`src/shared/sbuf_pkg.sv`:
```
// Constants, register map and field layout of the smoothing elastic buffer
package sbuf_pkg;
	// Store geometry
	localparam int          ADDR_W      = 4;
	localparam logic [3:0]  WR_RESET    = 4'h8;
	localparam logic [3:0]  RD_RESET    = 4'h0;
	// Register byte offsets
	localparam logic [4:0]  REG_CTRL    = 5'h00;
	localparam logic [4:0]  REG_STRAP   = 5'h04;
	localparam logic [4:0]  REG_STATUS  = 5'h08;
	localparam logic [4:0]  REG_MASK    = 5'h0C;
	localparam logic [4:0]  REG_STATE   = 5'h10;
	// Control field positions (two bits per selector, one bit for polarity)
	localparam int          CTL_GAIN    = 0;
	localparam int          CTL_TC      = 2;
	localparam int          CTL_OSC     = 4;
	localparam int          CTL_PRE     = 6;
	localparam int          CTL_FREQ    = 8;
	localparam int          CTL_RATE    = 10;
	localparam int          CTL_POL     = 12;
	localparam logic [12:0] CTRL_RESET  = 13'h0000;
	localparam logic [9:0]  STRAP_RESET = 10'h000;
	localparam logic [2:0]  MASK_RESET  = 3'h0;
	// Rate mode position that enables coarse conversion
	localparam logic [1:0]  RATE_CONVERT_POSITION = 2'h1;
	// Status bit positions
	localparam int          ST_CMP      = 0;
	localparam int          ST_DDRV     = 1;
	localparam int          ST_TDRV     = 2;
	// Oscillator model
	localparam int          NCO_W       = 24;
	localparam int          PD_LIM      = 7;
	localparam int          TC_BASE     = 6;
	localparam logic [3:0]  PRE_FULL    = 4'hF;
endpackage
```
`src/design/sbuf_core.sv`:
```
// Smoothing elastic buffer with digital rate smoothing loop and diagnostics
`timescale 1ns/10ps
module sbuf_core
	import sbuf_pkg::*;
#(
	parameter logic [NCO_W-1:0] NOM_INC_A = 24'h10_0000,
	parameter logic [NCO_W-1:0] NOM_INC_B = 24'h08_0000
)
(
	input  wire logic        i_clk,
	input  wire logic        i_reset_n,
	input  wire logic [4:0]  i_avs_address,
	input  wire logic        i_avs_read,
	input  wire logic        i_avs_write,
	input  wire logic [31:0] i_avs_writedata,
	output logic      [31:0] o_avs_readdata,
	output logic             o_avs_waitrequest,
	input  wire logic        i_channel_data_in,
	input  wire logic        i_gated_input_clock,
	input  wire logic        i_end_of_scan,
	input  wire logic        i_word_count_preset,
	input  wire logic        i_word24_bit0_strobe,
	input  wire logic        i_data_driver_fault,
	input  wire logic        i_timing_driver_fault,
	input  wire logic        i_error_clear,
	input  wire logic        i_self_test_active,
	output logic             o_buffered_data_out,
	output logic             o_buffered_data_out_n,
	output logic             o_timing_clock_out,
	output logic             o_timing_clock_out_n,
	output logic             o_card_error_out,
	output logic             o_irq
);

	// Software state
	logic [12:0]       ctrl_reg;      // Selector bank
	logic [9:0]        strap_reg;     // Fill-bit strap value
	logic [2:0]        status_reg;    // Sticky events
	logic [2:0]        mask_reg;      // Interrupt enables
	logic              ack_reg;       // Bus answer strobe
	logic [31:0]       rdata_reg;     // Bus read data
	// Buffer state
	logic [15:0]       store_reg;     // Elastic store
	logic [ADDR_W-1:0] wr_addr_reg;   // Write address
	logic [ADDR_W-1:0] rd_addr_reg;   // Read address
	logic              out_reg;       // Output data buffer
	// Loop state
	logic [NCO_W-1:0]  acc_reg;       // Oscillator phase
	logic [NCO_W-1:0]  integ_reg;     // Loop integrator (signed)
	logic [3:0]        pd_reg;        // Phase error (signed)
	logic              ref_d_reg;     // Reference delayed
	logic              var_d_reg;     // Variable delayed
	logic [3:0]        pre_reg;       // Divide-by-16 stage
	logic [3:0]        div_reg;       // Power-of-two divider
	// Coarse rate conversion
	logic [9:0]        word_reg;      // Word counter
	// Diagnostics
	logic [ADDR_W-1:0] lat_addr_reg;  // Captured write address
	logic              lat_data_reg;  // Captured data bit
	logic              busy_reg;      // Compare in progress
	logic              cmp_en_reg;    // Compare enable
	logic              cmp_err_reg;   // Data compare error
	logic              ddrv_reg;      // Data driver error latch
	logic              tdrv_reg;      // Timing driver error latch
	logic              card_err_reg;  // Card error output

	// Selector fields
	logic [1:0] gain_sel;
	logic [1:0] tc_sel;
	logic [1:0] osc_sel;
	logic [1:0] pre_sel;
	logic [1:0] freq_sel;
	logic [1:0] rate_sel;
	logic       pol_sel;
	assign gain_sel = ctrl_reg[CTL_GAIN +: 2];
	assign tc_sel   = ctrl_reg[CTL_TC +: 2];
	assign osc_sel  = ctrl_reg[CTL_OSC +: 2];
	assign pre_sel  = ctrl_reg[CTL_PRE +: 2];
	assign freq_sel = ctrl_reg[CTL_FREQ +: 2];
	assign rate_sel = ctrl_reg[CTL_RATE +: 2];
	assign pol_sel  = ctrl_reg[CTL_POL];

	// Bit-reversed word count for an even spread of deletions
	logic [9:0] word_rev;
	genvar g;
	generate
		for (g = 0; g < 10; g++)
		begin : rev
			assign word_rev[g] = word_reg[9 - g];
		end
	endgenerate

	// Gated clock acceptance
	logic inhibit;
	logic wr_tick;
	assign inhibit = (rate_sel == RATE_CONVERT_POSITION)
		&& (word_rev < strap_reg);
	assign wr_tick = i_gated_input_clock && !inhibit;

	// Oscillator, prescaler and output divider
	logic [NCO_W-1:0] nom_inc;
	logic [NCO_W-1:0] adjust;
	logic [NCO_W:0]   acc_sum;
	logic             osc_tick;
	logic             pre16;
	logic             pre_tick;
	logic [3:0]       div_mask;
	logic             rd_tick;
	assign nom_inc  = osc_sel[0] ? NOM_INC_B : NOM_INC_A;
	assign adjust   = ($signed(integ_reg) >>> (TC_BASE + int'(tc_sel)))
		+ (NCO_W'($signed(pd_reg)) <<< gain_sel);
	assign acc_sum  = {1'b0, acc_reg} + {1'b0, nom_inc + adjust};
	assign osc_tick = acc_sum[NCO_W];
	assign pre16    = pre_sel[0];
	assign pre_tick = pre16 ? (osc_tick && pre_reg == PRE_FULL) : osc_tick;
	assign div_mask = 4'((5'h02 << freq_sel) - 5'h01);
	assign rd_tick  = pre_tick && ((div_reg & div_mask) == div_mask);

	// Phase detector inputs and their falling edges
	logic pd_ref;
	logic pd_var;
	logic ref_fall;
	logic var_fall;
	assign pd_ref   = !wr_addr_reg[ADDR_W-1];
	assign pd_var   = rd_addr_reg[ADDR_W-1];
	assign ref_fall = ref_d_reg && !pd_ref;
	assign var_fall = var_d_reg && !pd_var;

	// Write side of the store
	always_ff @(posedge i_clk)
	begin
		if (!i_reset_n)
		begin
			store_reg   <= 16'h0000;
			wr_addr_reg <= WR_RESET;
		end
		else if (wr_tick)
		begin
			store_reg[wr_addr_reg] <= i_channel_data_in;
			wr_addr_reg <= wr_addr_reg + 4'h1;
		end
	end

	// Read side and output buffer
	always_ff @(posedge i_clk)
	begin
		if (!i_reset_n)
		begin
			rd_addr_reg <= RD_RESET;
			out_reg     <= 1'b0;
		end
		else if (rd_tick)
		begin
			out_reg     <= store_reg[rd_addr_reg];
			rd_addr_reg <= rd_addr_reg + 4'h1;
		end
	end

	// Phase detector: lead/lag count between the two falling edges
	always_ff @(posedge i_clk)
	begin
		if (!i_reset_n)
		begin
			ref_d_reg <= 1'b0;
			var_d_reg <= 1'b0;
			pd_reg    <= 4'h0;
		end
		else
		begin
			ref_d_reg <= pd_ref;
			var_d_reg <= pd_var;
			// Read leading raises count, write leading lowers it
			if (var_fall && !ref_fall && $signed(pd_reg) < PD_LIM)
				pd_reg <= pd_reg - 4'h1 + 4'h2;
			else if (ref_fall && !var_fall && $signed(pd_reg) > -PD_LIM)
				pd_reg <= pd_reg - 4'h1;
		end
	end

	// Integrator slews the oscillator slowly toward lock
	always_ff @(posedge i_clk)
	begin
		if (!i_reset_n)
			integ_reg <= '0;
		else if (osc_tick)
			// Positive error means read leads: pull frequency down
			integ_reg <= integ_reg - NCO_W'($signed(pd_reg));
	end

	// Oscillator, prescaler and divider counters
	always_ff @(posedge i_clk)
	begin
		if (!i_reset_n)
		begin
			acc_reg <= '0;
			pre_reg <= 4'h0;
			div_reg <= 4'h0;
		end
		else
		begin
			acc_reg <= acc_sum[NCO_W-1:0];
			if (osc_tick)
				pre_reg <= pre_reg + 4'h1;
			if (pre_tick)
				div_reg <= div_reg + 4'h1;
		end
	end

	// Coarse rate word counter
	always_ff @(posedge i_clk)
	begin
		if (!i_reset_n)
			word_reg <= 10'h000;
		else if (i_word_count_preset)
			word_reg <= 10'h000;
		else if (i_end_of_scan)
			word_reg <= word_reg + 10'h001;
	end

	// Address compare diagnostic
	always_ff @(posedge i_clk)
	begin
		if (!i_reset_n)
		begin
			lat_addr_reg <= 4'h0;
			lat_data_reg <= 1'b0;
			busy_reg     <= 1'b0;
			cmp_en_reg   <= 1'b0;
		end
		else
		begin
			cmp_en_reg <= 1'b0;
			// New capture only when the previous compare has finished
			if (i_word24_bit0_strobe && !busy_reg)
			begin
				lat_addr_reg <= wr_addr_reg;
				lat_data_reg <= i_channel_data_in;
				busy_reg     <= 1'b1;
			end
			else if (busy_reg && rd_tick && rd_addr_reg == lat_addr_reg)
			begin
				cmp_en_reg <= 1'b1;
				busy_reg   <= 1'b0;
			end
		end
	end

	// Error latches: a set in the clear cycle wins
	logic cmp_set;
	assign cmp_set = cmp_en_reg && (out_reg != lat_data_reg);
	always_ff @(posedge i_clk)
	begin
		if (!i_reset_n)
		begin
			cmp_err_reg <= 1'b0;
			ddrv_reg    <= 1'b0;
			tdrv_reg    <= 1'b0;
		end
		else
		begin
			if (cmp_set)
				cmp_err_reg <= 1'b1;
			else if (i_error_clear)
				cmp_err_reg <= 1'b0;
			if (i_data_driver_fault)
				ddrv_reg <= 1'b1;
			else if (i_error_clear)
				ddrv_reg <= 1'b0;
			if (i_timing_driver_fault)
				tdrv_reg <= 1'b1;
			else if (i_error_clear)
				tdrv_reg <= 1'b0;
		end
	end

	// Composite card error
	logic [2:0] err_vec;
	assign err_vec = {tdrv_reg, ddrv_reg, cmp_err_reg};
	always_ff @(posedge i_clk)
	begin
		if (!i_reset_n)
			card_err_reg <= 1'b0;
		else if (i_self_test_active)
			card_err_reg <= &err_vec;
		else
			card_err_reg <= |err_vec;
	end

	// Bus answer: one wait state for every access
	logic bus_req;
	logic bus_wr;
	assign bus_req = (i_avs_read || i_avs_write) && !ack_reg;
	assign bus_wr  = i_avs_write && ack_reg;
	always_ff @(posedge i_clk)
	begin
		if (!i_reset_n)
		begin
			ack_reg   <= 1'b0;
			rdata_reg <= 32'h0000_0000;
		end
		else
		begin
			ack_reg <= bus_req;
			if (bus_req && i_avs_read)
			begin
				unique case (i_avs_address)
					REG_CTRL:   rdata_reg <= {19'h0_0000, ctrl_reg};
					REG_STRAP:  rdata_reg <= {22'h00_0000, strap_reg};
					REG_STATUS: rdata_reg <= {29'h0000_0000, status_reg};
					REG_MASK:   rdata_reg <= {29'h0000_0000, mask_reg};
					REG_STATE:  rdata_reg <= {18'h0_0000, busy_reg,
						card_err_reg, pd_reg, rd_addr_reg, wr_addr_reg};
					default:    rdata_reg <= 32'h0000_0000;
				endcase
			end
		end
	end

	// Configuration registers
	always_ff @(posedge i_clk)
	begin
		if (!i_reset_n)
		begin
			ctrl_reg  <= CTRL_RESET;
			strap_reg <= STRAP_RESET;
			mask_reg  <= MASK_RESET;
		end
		else if (bus_wr)
		begin
			if (i_avs_address == REG_CTRL)
				ctrl_reg <= i_avs_writedata[12:0];
			if (i_avs_address == REG_STRAP)
				strap_reg <= i_avs_writedata[9:0];
			if (i_avs_address == REG_MASK)
				mask_reg <= i_avs_writedata[2:0];
		end
	end

	// Sticky status, write one to clear, new event wins
	logic [2:0] ev_vec;
	logic [2:0] clr_vec;
	assign ev_vec  = {i_timing_driver_fault, i_data_driver_fault, cmp_set};
	assign clr_vec = (bus_wr && i_avs_address == REG_STATUS)
		? i_avs_writedata[2:0] : 3'h0;
	always_ff @(posedge i_clk)
	begin
		if (!i_reset_n)
			status_reg <= 3'h0;
		else
			status_reg <= ev_vec | (status_reg & ~clr_vec);
	end

	// Outputs
	assign o_avs_waitrequest     = (i_avs_read || i_avs_write) && !ack_reg;
	assign o_avs_readdata        = rdata_reg;
	assign o_buffered_data_out   = out_reg ^ pol_sel;
	assign o_buffered_data_out_n = !(out_reg ^ pol_sel);
	assign o_timing_clock_out    = div_reg[freq_sel];
	assign o_timing_clock_out_n  = !div_reg[freq_sel];
	assign o_card_error_out      = card_err_reg;
	assign o_irq                 = |(status_reg & mask_reg);
endmodule

```
`config.mk`:
```
export PLATFORM = sky130hd
export DESIGN_NAME = sbuf_core
export DESIGN_NICKNAME = d
export VERILOG_FILES = /design/src/shared/sbuf_pkg.sv /design/src/design/sbuf_core.sv
export SDC_FILE = /design/constraint.sdc
export NUM_CORES = 1
export LEC_CHECK = 0
export ABC_AREA = 1
export BUFFER_PORTS_ARGS = -buffer_cell sky130_fd_sc_hd__buf_2
export CAP_MARGIN = 20
export CORE_ASPECT_RATIO = 0.5
export CORE_UTILIZATION = 50
export CTS_BUF_LIST = sky130_fd_sc_hd__clkbuf_8 sky130_fd_sc_hd__clkbuf_16
export DETAILED_ROUTE_END_ITERATION = 16
export PLACE_DENSITY = 0.71
export SYNTH_ARGS = -nofsm -noshare
export SYNTH_HDL_FRONTEND = slang
export SYNTH_SLANG_ARGS = --single-unit
```
`constraint.sdc`:
```
create_clock -name i_clk -period 4.4 [get_ports i_clk]
set_input_delay 0.22 -clock i_clk [delete_from_list [all_inputs] [get_ports i_clk]]
set_output_delay 0.22 -clock i_clk [all_outputs]
set_load 0.01 [all_outputs]
```
Word level (Yosys, flattened, before mapping)
Index checks and enable logic that the tools add are counted.
{ "op_classes": {"add_sub_neg": 13, "magnitude_cmp": 7, "eq_ne": 9, "n_shift": 3, "mux": 21, "bitwise": 7, "reduce_logical": 43} }
{ "op_table": {"columns": ["op", "count"], "rows": [
  ["case mux 14 bit (5 select lines)", 1],
  ["adder 24 x 24 -> 25 bit", 1],
  ["adder 21 x 24 -> 24 bit", 1],
  ["adder 24 bit", 1],
  ["<<< shifter 4 x 2 -> 24 bit", 1],
  [">>> shifter 24 x 4 -> 24 bit", 1],
  ["subtractor 24 bit", 1],
  ["2-to-1 mux 21 bit", 1],
  ["logical AND 1 bit", 19],
  ["adder 4 x 1 -> 4 bit (second input constant)", 4],
  ["bitwise mux 16 bit", 1],
  ["2-to-1 mux 1 bit", 12],
  ["adder 10 x 1 -> 10 bit (second input constant)", 1],
  ["equality test 5 x 4 -> 1 bit (second input constant)", 2],
  ["less-than comparator 10 bit", 1],
  ["less-than comparator 4 x 5 -> 1 bit (second input constant)", 2],
  ["nonzero test 2 bit", 5],
  ["zero test 1 bit", 9],
  ["equality test 4 bit", 2],
  ["2-to-1 mux 4 bit", 2],
  ["subtractor 4 x 1 -> 4 bit (second input constant)", 2],
  ["bitwise AND 3 bit", 2],
  ["AND reduction 2 bit", 3],
  ["OR reduction 3 bit", 2],
  ["other kinds (25)", 26]
]} }
{ "totals": {"regBits": 170, "in_bits": 50, "output_inout_bits": 39, "elab_cells": 129} }

Logic depth before layout (Yosys ltp)
Gate-level depths: netlist of the first run.
{ "logic_depth": {"word_depth": 12, "mapped_depth": 33, "depth_no_buf": 31} }

Least setup slack after synthesis of the first run
No wires, ideal clock.
{ "synth_path": {"kind": "register to register", "start": "reg pd_reg[3]", "end": "reg pre_reg[2]", "setup_ns": 0.115, "t_arrival_ns": 4.390, "t_required_ns": 4.285, "slack_ns": -0.105, "stages_incl_launch_ff": 24, "path_buffers": 2, "period_less_slack_ns": 4.505, "path_cell_list": "dfxtp_1 -> inv_1 -> o21ai_0 -> nand2_1 -> o21ai_0 -> ha_1 -> ha_1 -> nand3_1 -> nand2_1 -> nand2_1 -> nand2_1 -> a21boi_0 -> o21ai_0 -> xor2_1 -> ha_1 -> a21oi_1 -> and2_1 -> nand2_1 -> nand2_1 -> nand3_4 -> buf_8 -> buf_12 -> a21oi_1 -> nor2_1"} }
{ "synth_via": {"elab_chain_cells": 4} }
{ "synth_lines": {"columns": ["item", "line_no", "rtl"], "rows": [
  ["start, declared", "sbuf_core.sv:50", "logic [3:0] pd_reg;"],
  ["start signal, assigned", "sbuf_core.sv:174", "pd_reg <= pd_reg - 4'h1 + 4'h2;"],
  ["start signal, assigned", "sbuf_core.sv:176", "pd_reg <= pd_reg - 4'h1;"],
  ["<<< shifter 4 x 2 -> 24 bit", "sbuf_core.sv:111", "+ (NCO_W'($signed(pd_reg)) <<< gain_sel);"],
  ["adder 24 bit", "sbuf_core.sv:111", null],
  ["adder 21 x 24 -> 24 bit", "sbuf_core.sv:112", "assign acc_sum = {1'b0, acc_reg} + {1'b0, nom_inc + adjust};"],
  ["adder 24 x 24 -> 25 bit", "sbuf_core.sv:112", null],
  ["end signal, assigned", "sbuf_core.sv:203", "pre_reg <= pre_reg + 4'h1;"],
  ["end, declared", "sbuf_core.sv:53", "logic [3:0] pre_reg;"]
]} }
Every way passes these cells.
A chain may end at the register's enable or synchronous reset.

Worst setup path after layout of the first run
{ "layout_path": {"start": "reg ctrl_reg[2]", "end": "reg integ_reg[15]"} }
{ "layout_via": {"elab_chain_cells": 5} }
{ "layout_lines": {"columns": ["item", "line_no", "rtl"], "rows": [
  ["start, declared", "sbuf_core.sv:36", "logic [12:0] ctrl_reg;"],
  ["start signal, assigned", "sbuf_core.sv:331", "ctrl_reg <= i_avs_writedata[12:0];"],
  ["adder 3 x 2 -> 4 bit", "sbuf_core.sv:110", "assign adjust = ($signed(integ_reg) >>> (TC_BASE + int'(tc_sel)))"],
  [">>> shifter 24 x 4 -> 24 bit", "sbuf_core.sv:110", null],
  ["adder 24 bit", "sbuf_core.sv:111", null],
  ["adder 21 x 24 -> 24 bit", "sbuf_core.sv:112", null],
  ["adder 24 x 24 -> 25 bit", "sbuf_core.sv:112", null],
  ["end signal, assigned", "sbuf_core.sv:187", "integ_reg <= integ_reg - NCO_W'($signed(pd_reg));"],
  ["end, declared", "sbuf_core.sv:49", "logic [NCO_W-1:0] integ_reg;"]
]} }
Every way passes these cells.

==> impl_metrics.env, run 1 <==
export IMPL_status="finished clean"
export IMPL_clkTransAtPathRegs_ns=0.06
export IMPL_postPlaceCellArea_um2=12300
export IMPL_drt_total_wl_um=30900
export IMPL_clock_path_buffers=2
export IMPL_drive_above_1_share_pct=12.4
export IMPL_rows=38
export IMPL_cp_start_kind="flip-flop"
export IMPL_internal_power_uw=2750
export IMPL_path_delay_family="simple AND/OR/NAND/NOR gates"
export IMPL_drt_iter0_markers=967
export IMPL_place_congestion=0.934
export IMPL_htree_levels=4
export IMPL_post_route_period_util_pct=97.0
export IMPL_ir_worst_vdd_v=0.000195
export IMPL_final_setup_skew_ns=0.0182
export IMPL_clkSinkCount=152
export IMPL_grt_usage_pct=25.7
export IMPL_switching_power_uw=1560
export IMPL_r2r_slack_ns=0.13
export IMPL_numCtsBuffers=17
export IMPL_worstPathArrival_ns=4.59
export IMPL_post_route_min_period_ns=4.27
export IMPL_cts_tree="yes"
export IMPL_sequentialPowerShare_pct=34.8
export IMPL_core_um2=22200
export IMPL_dp_final_hpwl_um=23100
export IMPL_drc=0
export IMPL_die_w_um=218
export IMPL_ys_top_cells_by_area="dfxtp_1, nand2_1, ha_1"
export IMPL_synthArstFlopShare_pct=0
export IMPL_path_common_cell="nand2_1"
export IMPL_tightest_slew_ns=0.864
export IMPL_synthFlopType="dfxtp_1"
export IMPL_clk_latency_ns=0.45
export IMPL_comb_power_share_pct=32.6
export IMPL_vias_per_cell=5.25
export IMPL_endpoint_kind="flip-flop"
export IMPL_dieHeight_um=110
export IMPL_grt_pass1_wl_um=49300
export IMPL_firstDrtPassIters=5
export IMPL_yosysWarnings=0
export IMPL_max_stage_delay_ns=0.40
export IMPL_wire_per_inst_um=14.0
export IMPL_synth_cells=1806
export IMPL_required_ns=4.72
export IMPL_synthesis_area_um2=11600
export IMPL_fin_nets=2063
export IMPL_place_ws_ns=-0.0152
export IMPL_crit_type="reg2reg"
export IMPL_final_hold_viol_count=0
export IMPL_diodes=0
export IMPL_grt_max_degree=84
export IMPL_power_density_nw_per_um2=321
export IMPL_maxCapViolCount=0
export IMPL_antenna_found_initial=0
export IMPL_syn2layout_area_growth_pct=15.8
export IMPL_yosysSeqAreaShare_pct=26.2
export IMPL_grt_setup_unrepaired="yes"
export IMPL_cts_root_buf="clkbuf_16"
export IMPL_fin_cells=2208
export IMPL_ant_nets=0
export IMPL_power_leakage_uw=0.00675
export IMPL_slowest_stage="dfxtp_4"
export IMPL_dieArea_um2=23900
export IMPL_hold_path_class="in2reg"
export IMPL_grt_pass1_vias=10200
export IMPL_synth_top_area_share_pct=26.2
export IMPL_total_power_uw=4310
export IMPL_setup_violations=0
export IMPL_initial_utilization_pct=52.3
export IMPL_final_util_pct=60.6
export IMPL_synth_edf_count=0
export IMPL_finish_instance_area_um2=13400
export IMPL_max_slew_margin_pct=42.4
export IMPL_vias=11600
export IMPL_ys_ff_latch=152
export IMPL_ys_types=53
export IMPL_pwr_share_clk_pct=32.6
export IMPL_cp_num_buf_inv=4
export IMPL_crit_fanout=12
export IMPL_finalMaxSlewViolations=0
export IMPL_timing_fmax_mhz=234
export IMPL_avgSynthCellArea_um2=6.43
export IMPL_port_buffers=51
export IMPL_grt_overflow=0
export IMPL_placedCellCount=2159
export IMPL_yosysTopAreaCell="dfxtp_1"
export IMPL_timing_final_ws_setup_ns=0.132
export IMPL_io_pins=89
export IMPL_switching_share_pct=36.2
## power groups by stage
stage	combinational (uW)	clock, uW	sequential [uW]
detailed placement	1320	0	1520
finish	1400	1410	1500
global placement	1310	0	1520
CTS	1330	1430	1490
global route	1590	1490	1510
floorplan	999	0	1520
## worst paths after layout
check	start	to	cells after the start
setup reg to reg	ctrl_reg[2]	integ_reg[15]	25
hold / removal	i_end_of_scan	word_reg[0]	2
hold reg to reg	ctrl_reg[5]	ctrl_reg[5]	2
setup / recovery	ctrl_reg[2]	integ_reg[15]	25
## cell families (layout without fill, tap and decap cells)
| family | count (synthesis) | count (layout) | synth area share, % |
|---|---|---|---|
| xor+xnor | 40 | 40 | 3.02 |
| simple gates | 827 | 828 | 29.5 |
| compound gates | 375 | 375 | 17.5 |
| flops | 152 | 152 | 26.2 |
| fa+ha+maj | 117 | 117 | 12.9 |
| other cells | 1 | 18 | 0.0323 |
| buf+inv | 287 | 371 | 10.3 |
| mux | 7 | 7 | 0.614 |
## synth_stat cells, types with 2 or more instances
library cell  count
nand3_2           3
xor2_1           24
buf_1             6
dfxtp_1         152
o211ai_1          3
inv_2             2
o21ai_0         151
nand4_1          24
inv_1           222
nor3_1           13
buf_4            20
nor3b_1           2
a31oi_1           3
nor2_2            3
nand2_2           4
mux2i_1           6
a21boi_0          4
nand3_1         115
nand2_1         430
o21bai_1         17
clkbuf_1         30
nor4_1            2
a21oi_1         165
buf_2             2
xnor2_1          16
a21oi_2           3
and2_1            4
o22ai_1           9
ha_1            112
a21o_1            8
fa_1              5
nor2_1          219
a22o_1            2
o21a_1            3
a211oi_2          2
nand3b_1          3
## timing repair
item | CTS | global route
endpoints found under the hold margin | 2 | 0
gates resized for setup | 1 | 105
hold buffers | 2 | 0
setup buffers | 0 | 12
cloned | 0 | 4
endpoints found under the setup margin | 4 | 49
pin swaps | 1 | 28
## per-layer routing
metal | track usage (%) | up-vias | part of all wire [%]
met3 | 4.45 | 31 | 4.8
met2 | 42.2 | 252 | 44
li1 | - | 6082 | -
met4 | 5.78 | 0 | 1.1
met1 | 35.3 | 5216 | 50
met5 | 0 | - | 0
## cells in the final DEF (no fill, tap or decap), drive strengths merged, types with 8 or more instances in the layout
| cell type | netlist | layout |
|---|---|---|
| nand2 | 434 | 434 |
| inv | 224 | 231 |
| nor2 | 223 | 223 |
| a21oi | 168 | 168 |
| dfxtp | 152 | 152 |
| o21ai | 152 | 152 |
| nand3 | 119 | 120 |
| ha | 112 | 112 |
| buf | 31 | 111 |
| nand4 | 24 | 24 |
| xor2 | 24 | 24 |
| clkbuf | 31 | 22 |
| conb | 1 | 18 |
| o21bai | 17 | 17 |
| xnor2 | 16 | 16 |
| nor3 | 13 | 13 |
| o22ai | 9 | 9 |
| a21o | 8 | 8 |
## layout make-up
cell class | count | area, um^2
clock buffer | 20 | 467
clock inverter | 11 | 85.1
fill | 2110 | 8760
inverter | 225 | 848
multi-input combinational | 1385 | 7790
sequential | 152 | 3050
tap | 300 | 375
timing repair buffer | 115 | 828
## stage by stage
| step | TNS [ns] | hold slack, ns |
|---|---|---|
| 6_report | 0 | 0.0303 |
| 5_1_grt | -1.87 | 0.0219 |
| 4_1_cts | 0 | 0.0115 |
| 3_5_place_dp | -0.0289 | 0.424 |
| 3_3_place_gp | 0 | 0.407 |
| 2_1_floorplan | 0 | 0.298 |
Power figures use the tool's default switching activity.
==> run 2, diff against run 1 <==
--- a/config.mk
+++ b/config.mk
@@ -5,7 +5,7 @@
 export SDC_FILE = /design/constraint.sdc
 export NUM_CORES = 1
 export LEC_CHECK = 0
-export ABC_AREA = 1
+export ABC_AREA = 0
 export BUFFER_PORTS_ARGS = -buffer_cell sky130_fd_sc_hd__buf_2
 export CAP_MARGIN = 20
 export CORE_ASPECT_RATIO = 0.5
==> impl_metrics.env, run 2 <==
export IMPL_io_pins=89
export IMPL_hold_path_class="in2reg"
export IMPL_drive_above_1_share_pct=27.3
export IMPL_place_congestion=0.883
export IMPL_grt_overflow=0
export IMPL_dieHeight_um=105
export IMPL_cts_root_buf="clkbuf_16"
export IMPL_synth_edf_count=0
export IMPL_slowest_stage="mux4_2"
export IMPL_setup_violations=50
export IMPL_holdPathStages=3
export IMPL_crit_type="reg2reg"
export IMPL_numCtsBuffers=17
export IMPL_layout_commonest_cell="nand2_1"
export IMPL_crit_chain="buf_12 -> buf_8 -> buf_12 -> mux4_2 -> ha_4 -> ha_4 -> a21o_1 -> a21o_1 -> a21oi_2 -> o21ai_2 -> nor3_2 -> o31ai_4 -> buf_4 -> nand4_1 -> or3b_4 -> ha_4 -> or2_4 -> a21oi_4 -> buf_12 -> buf_4 -> buf_6 -> a2111oi_2 -> a41o_1 -> a311o_1"
export IMPL_drt_iter0_markers=752
export IMPL_grt_max_degree=59
export IMPL_core_um2=20700
export IMPL_tightest_slew_ns=0.916
export IMPL_grt_setup_unrepaired="yes"
export IMPL_endpoint_kind="flip-flop"
export IMPL_grt_pass1_wl_um=47300
export IMPL_ant_nets=0
export IMPL_fin_nets=1659
export IMPL_final_util_pct=66.7
export IMPL_required_ns=4.73
export IMPL_synthesis_area_um2=10700
export IMPL_ys_top_cells_by_area="dfxtp_1, ha_1, a21oi_1"
export IMPL_ys_ff_latch=152
export IMPL_final_setup_skew_ns=0.0136
export IMPL_avgSynthCellArea_um2=8.19
export IMPL_finalMaxSlewViolations=0
export IMPL_synthArstFlopShare_pct=0
export IMPL_dp_final_hpwl_um=20300
export IMPL_cp_start_kind="flip-flop"
export IMPL_dieArea_um2=21900
export IMPL_post_route_period_util_pct=115
export IMPL_use_met3_pct=4.95
export IMPL_initial_utilization_pct=51.4
export IMPL_grt_usage_pct=26.5
export IMPL_power_density_nw_per_um2=222
export IMPL_die_w_um=209
export IMPL_vias_per_cell=5.78
export IMPL_yosysWarnings=0
export IMPL_worstPathArrival_ns=5.39
export IMPL_drc=0
export IMPL_firstDrtPassIters=6
export IMPL_yosys_top_cells_count="nand2_1, dfxtp_1, a21oi_1, nor2_1, ha_1"
export IMPL_timing_fmax_mhz=198
export IMPL_final_hold_viol_count=0
export IMPL_yosysMostFrequentCell="nand2_1"
export IMPL_max_stage_delay_ns=0.53
export IMPL_ys_types=70
export IMPL_wire_per_inst_um=16.9
export IMPL_max_slew_margin_pct=38.6
export IMPL_maxCapViolCount=0
export IMPL_clkTransAtPathRegs_ns=0.07
export IMPL_finish_instance_area_um2=13800
export IMPL_ir_worst_vdd_v=0.000299
export IMPL_grt_pass1_vias=9945
export IMPL_synth_top_area_share_pct=28.5
export IMPL_rows=37
export IMPL_met1_usage_pct=32.7
export IMPL_synthFlopType="dfxtp_1"
export IMPL_clock_path_buffers=2
export IMPL_cts_tree="yes"
export IMPL_crit_fanout=7
export IMPL_yosysTopAreaCell="dfxtp_1"
export IMPL_syn2layout_area_growth_pct=29.7
export IMPL_yosysSeqAreaShare_pct=28.5
export IMPL_timing_final_ws_setup_ns=-0.656
export IMPL_power_leakage_uw=0.00614
export IMPL_post_route_min_period_ns=5.06
export IMPL_r2r_cells=24
export IMPL_status="finished with violations"
export IMPL_synth_cells=1302
export IMPL_antenna_found_initial=0
export IMPL_violations="setup timing"
export IMPL_clk_latency_ns=0.45
export IMPL_gr_max_usage_layer="met2"
export IMPL_drt_total_wl_um=30100
export IMPL_grt_use_met2_pct=46.4
export IMPL_diodes=0
export IMPL_port_buffers=51
export IMPL_layout_common_cells="nand2_1, buf_4, dfxtp_1"
export IMPL_place_ws_ns=-0.532
export IMPL_clkSinkCount=152
export IMPL_tns_ns=-22.46
export IMPL_postPlaceCellArea_um2=12300
export IMPL_hold_ws_ns=0.0176
export IMPL_vias=10300
export IMPL_htree_levels=4
run 2: changes by cell type after synthesis, moves of 16 or more:
cell | before | now
a21o_1 | 8 | 30
clkbuf_1 | 30 | 59
o21ai_0 | 151 | 40
nor2_1 | 219 | 134
nand2_1 | 430 | 169
mux2i_1 | 6 | 31
mux4_2 | 0 | 21
nor3_1 | 13 | 29
nand3_1 | 115 | 38
inv_1 | 222 | 44
a22oi_1 | 0 | 16
xnor2_1 | 16 | 47
a21oi_1 | 165 | 134
run 2: area by class of cell:
| class | instances | area (um^2) |
|---|---|---|
| Inverter | 44 | 166 |
| Tap cell | 273 | 342 |
| Multi-Input combinational cell | 1041 | 7890 |
| Clock inverter | 14 | 123 |
| Clock buffer | 18 | 439 |
| Timing Repair Buffer | 236 | 1820 |
| Fill cell | 1619 | 6910 |
| Sequential cell | 152 | 3050 |
run 2: logic make-up after synthesis:
group	after synthesis	synth area share, %
other	1	0.0352
flip-flops	152	28.5
XOR/XNOR	77	6.32
AND/OR/NAND/NOR	462	19.7
multiplexers	56	7.77
buffers and inverters	126	5.13
AO/OA/AOI/OAI	311	18.4
adder cells (fa/ha/maj)	117	14.1
run 2: per-layer routing:
layer	vias to the layer above	share of wire [%]
met5	-	0
met4	0	1.9
met3	46	5.3
met2	305	49
met1	4961	43
li1	4968	-
run 2: what timing repair did:
action | in CTS | in global routing
cloned | 1 | 0
gates resized for setup | 74 | 62
buffers inserted | 21 | 19
pin swaps | 41 | 67
setup endpoints to repair | 51 | 52
hold buffers | 0 | 0
run 2: final timing paths:
kind | startpoint | to | slack [ns]
worst max-delay path | ctrl_reg[2] | integ_reg[20] | -0.66
worst min-delay path | i_data_driver_fault | ddrv_reg | 0.02
worst max register to register | ctrl_reg[2] | integ_reg[20] | -0.66
worst min register to register | store_reg[14] | store_reg[14] | 0.46
run 2: power by group:
part | switching (uW) | total, uW | internal, uW
clock | 676 | 1470 | 798
sequential | 19.9 | 1410 | 1390
combinational | 118 | 186 | 68.2
run 2: metrics by stage:
step	power, uW	instances
after floorplan	1560	1319
after global placement	1610	1708
after detailed placement	1610	1708
after CTS	3070	1762
after global routing	3150	1778
final	3070	1778
run 2: critical path, delay by kind of cell, from the launching register on:
| kind | cells | cell delay [ns] |
|---|---|---|
| adders and majority gates | 3 | 0.76 |
| DFF | 1 | 0.39 |
| buffers and inverters | 7 | 0.87 |
| muxes | 1 | 0.53 |
| AOI/OAI and AO/OA | 9 | 1.46 |
| and+or+nand+nor | 4 | 0.92 |
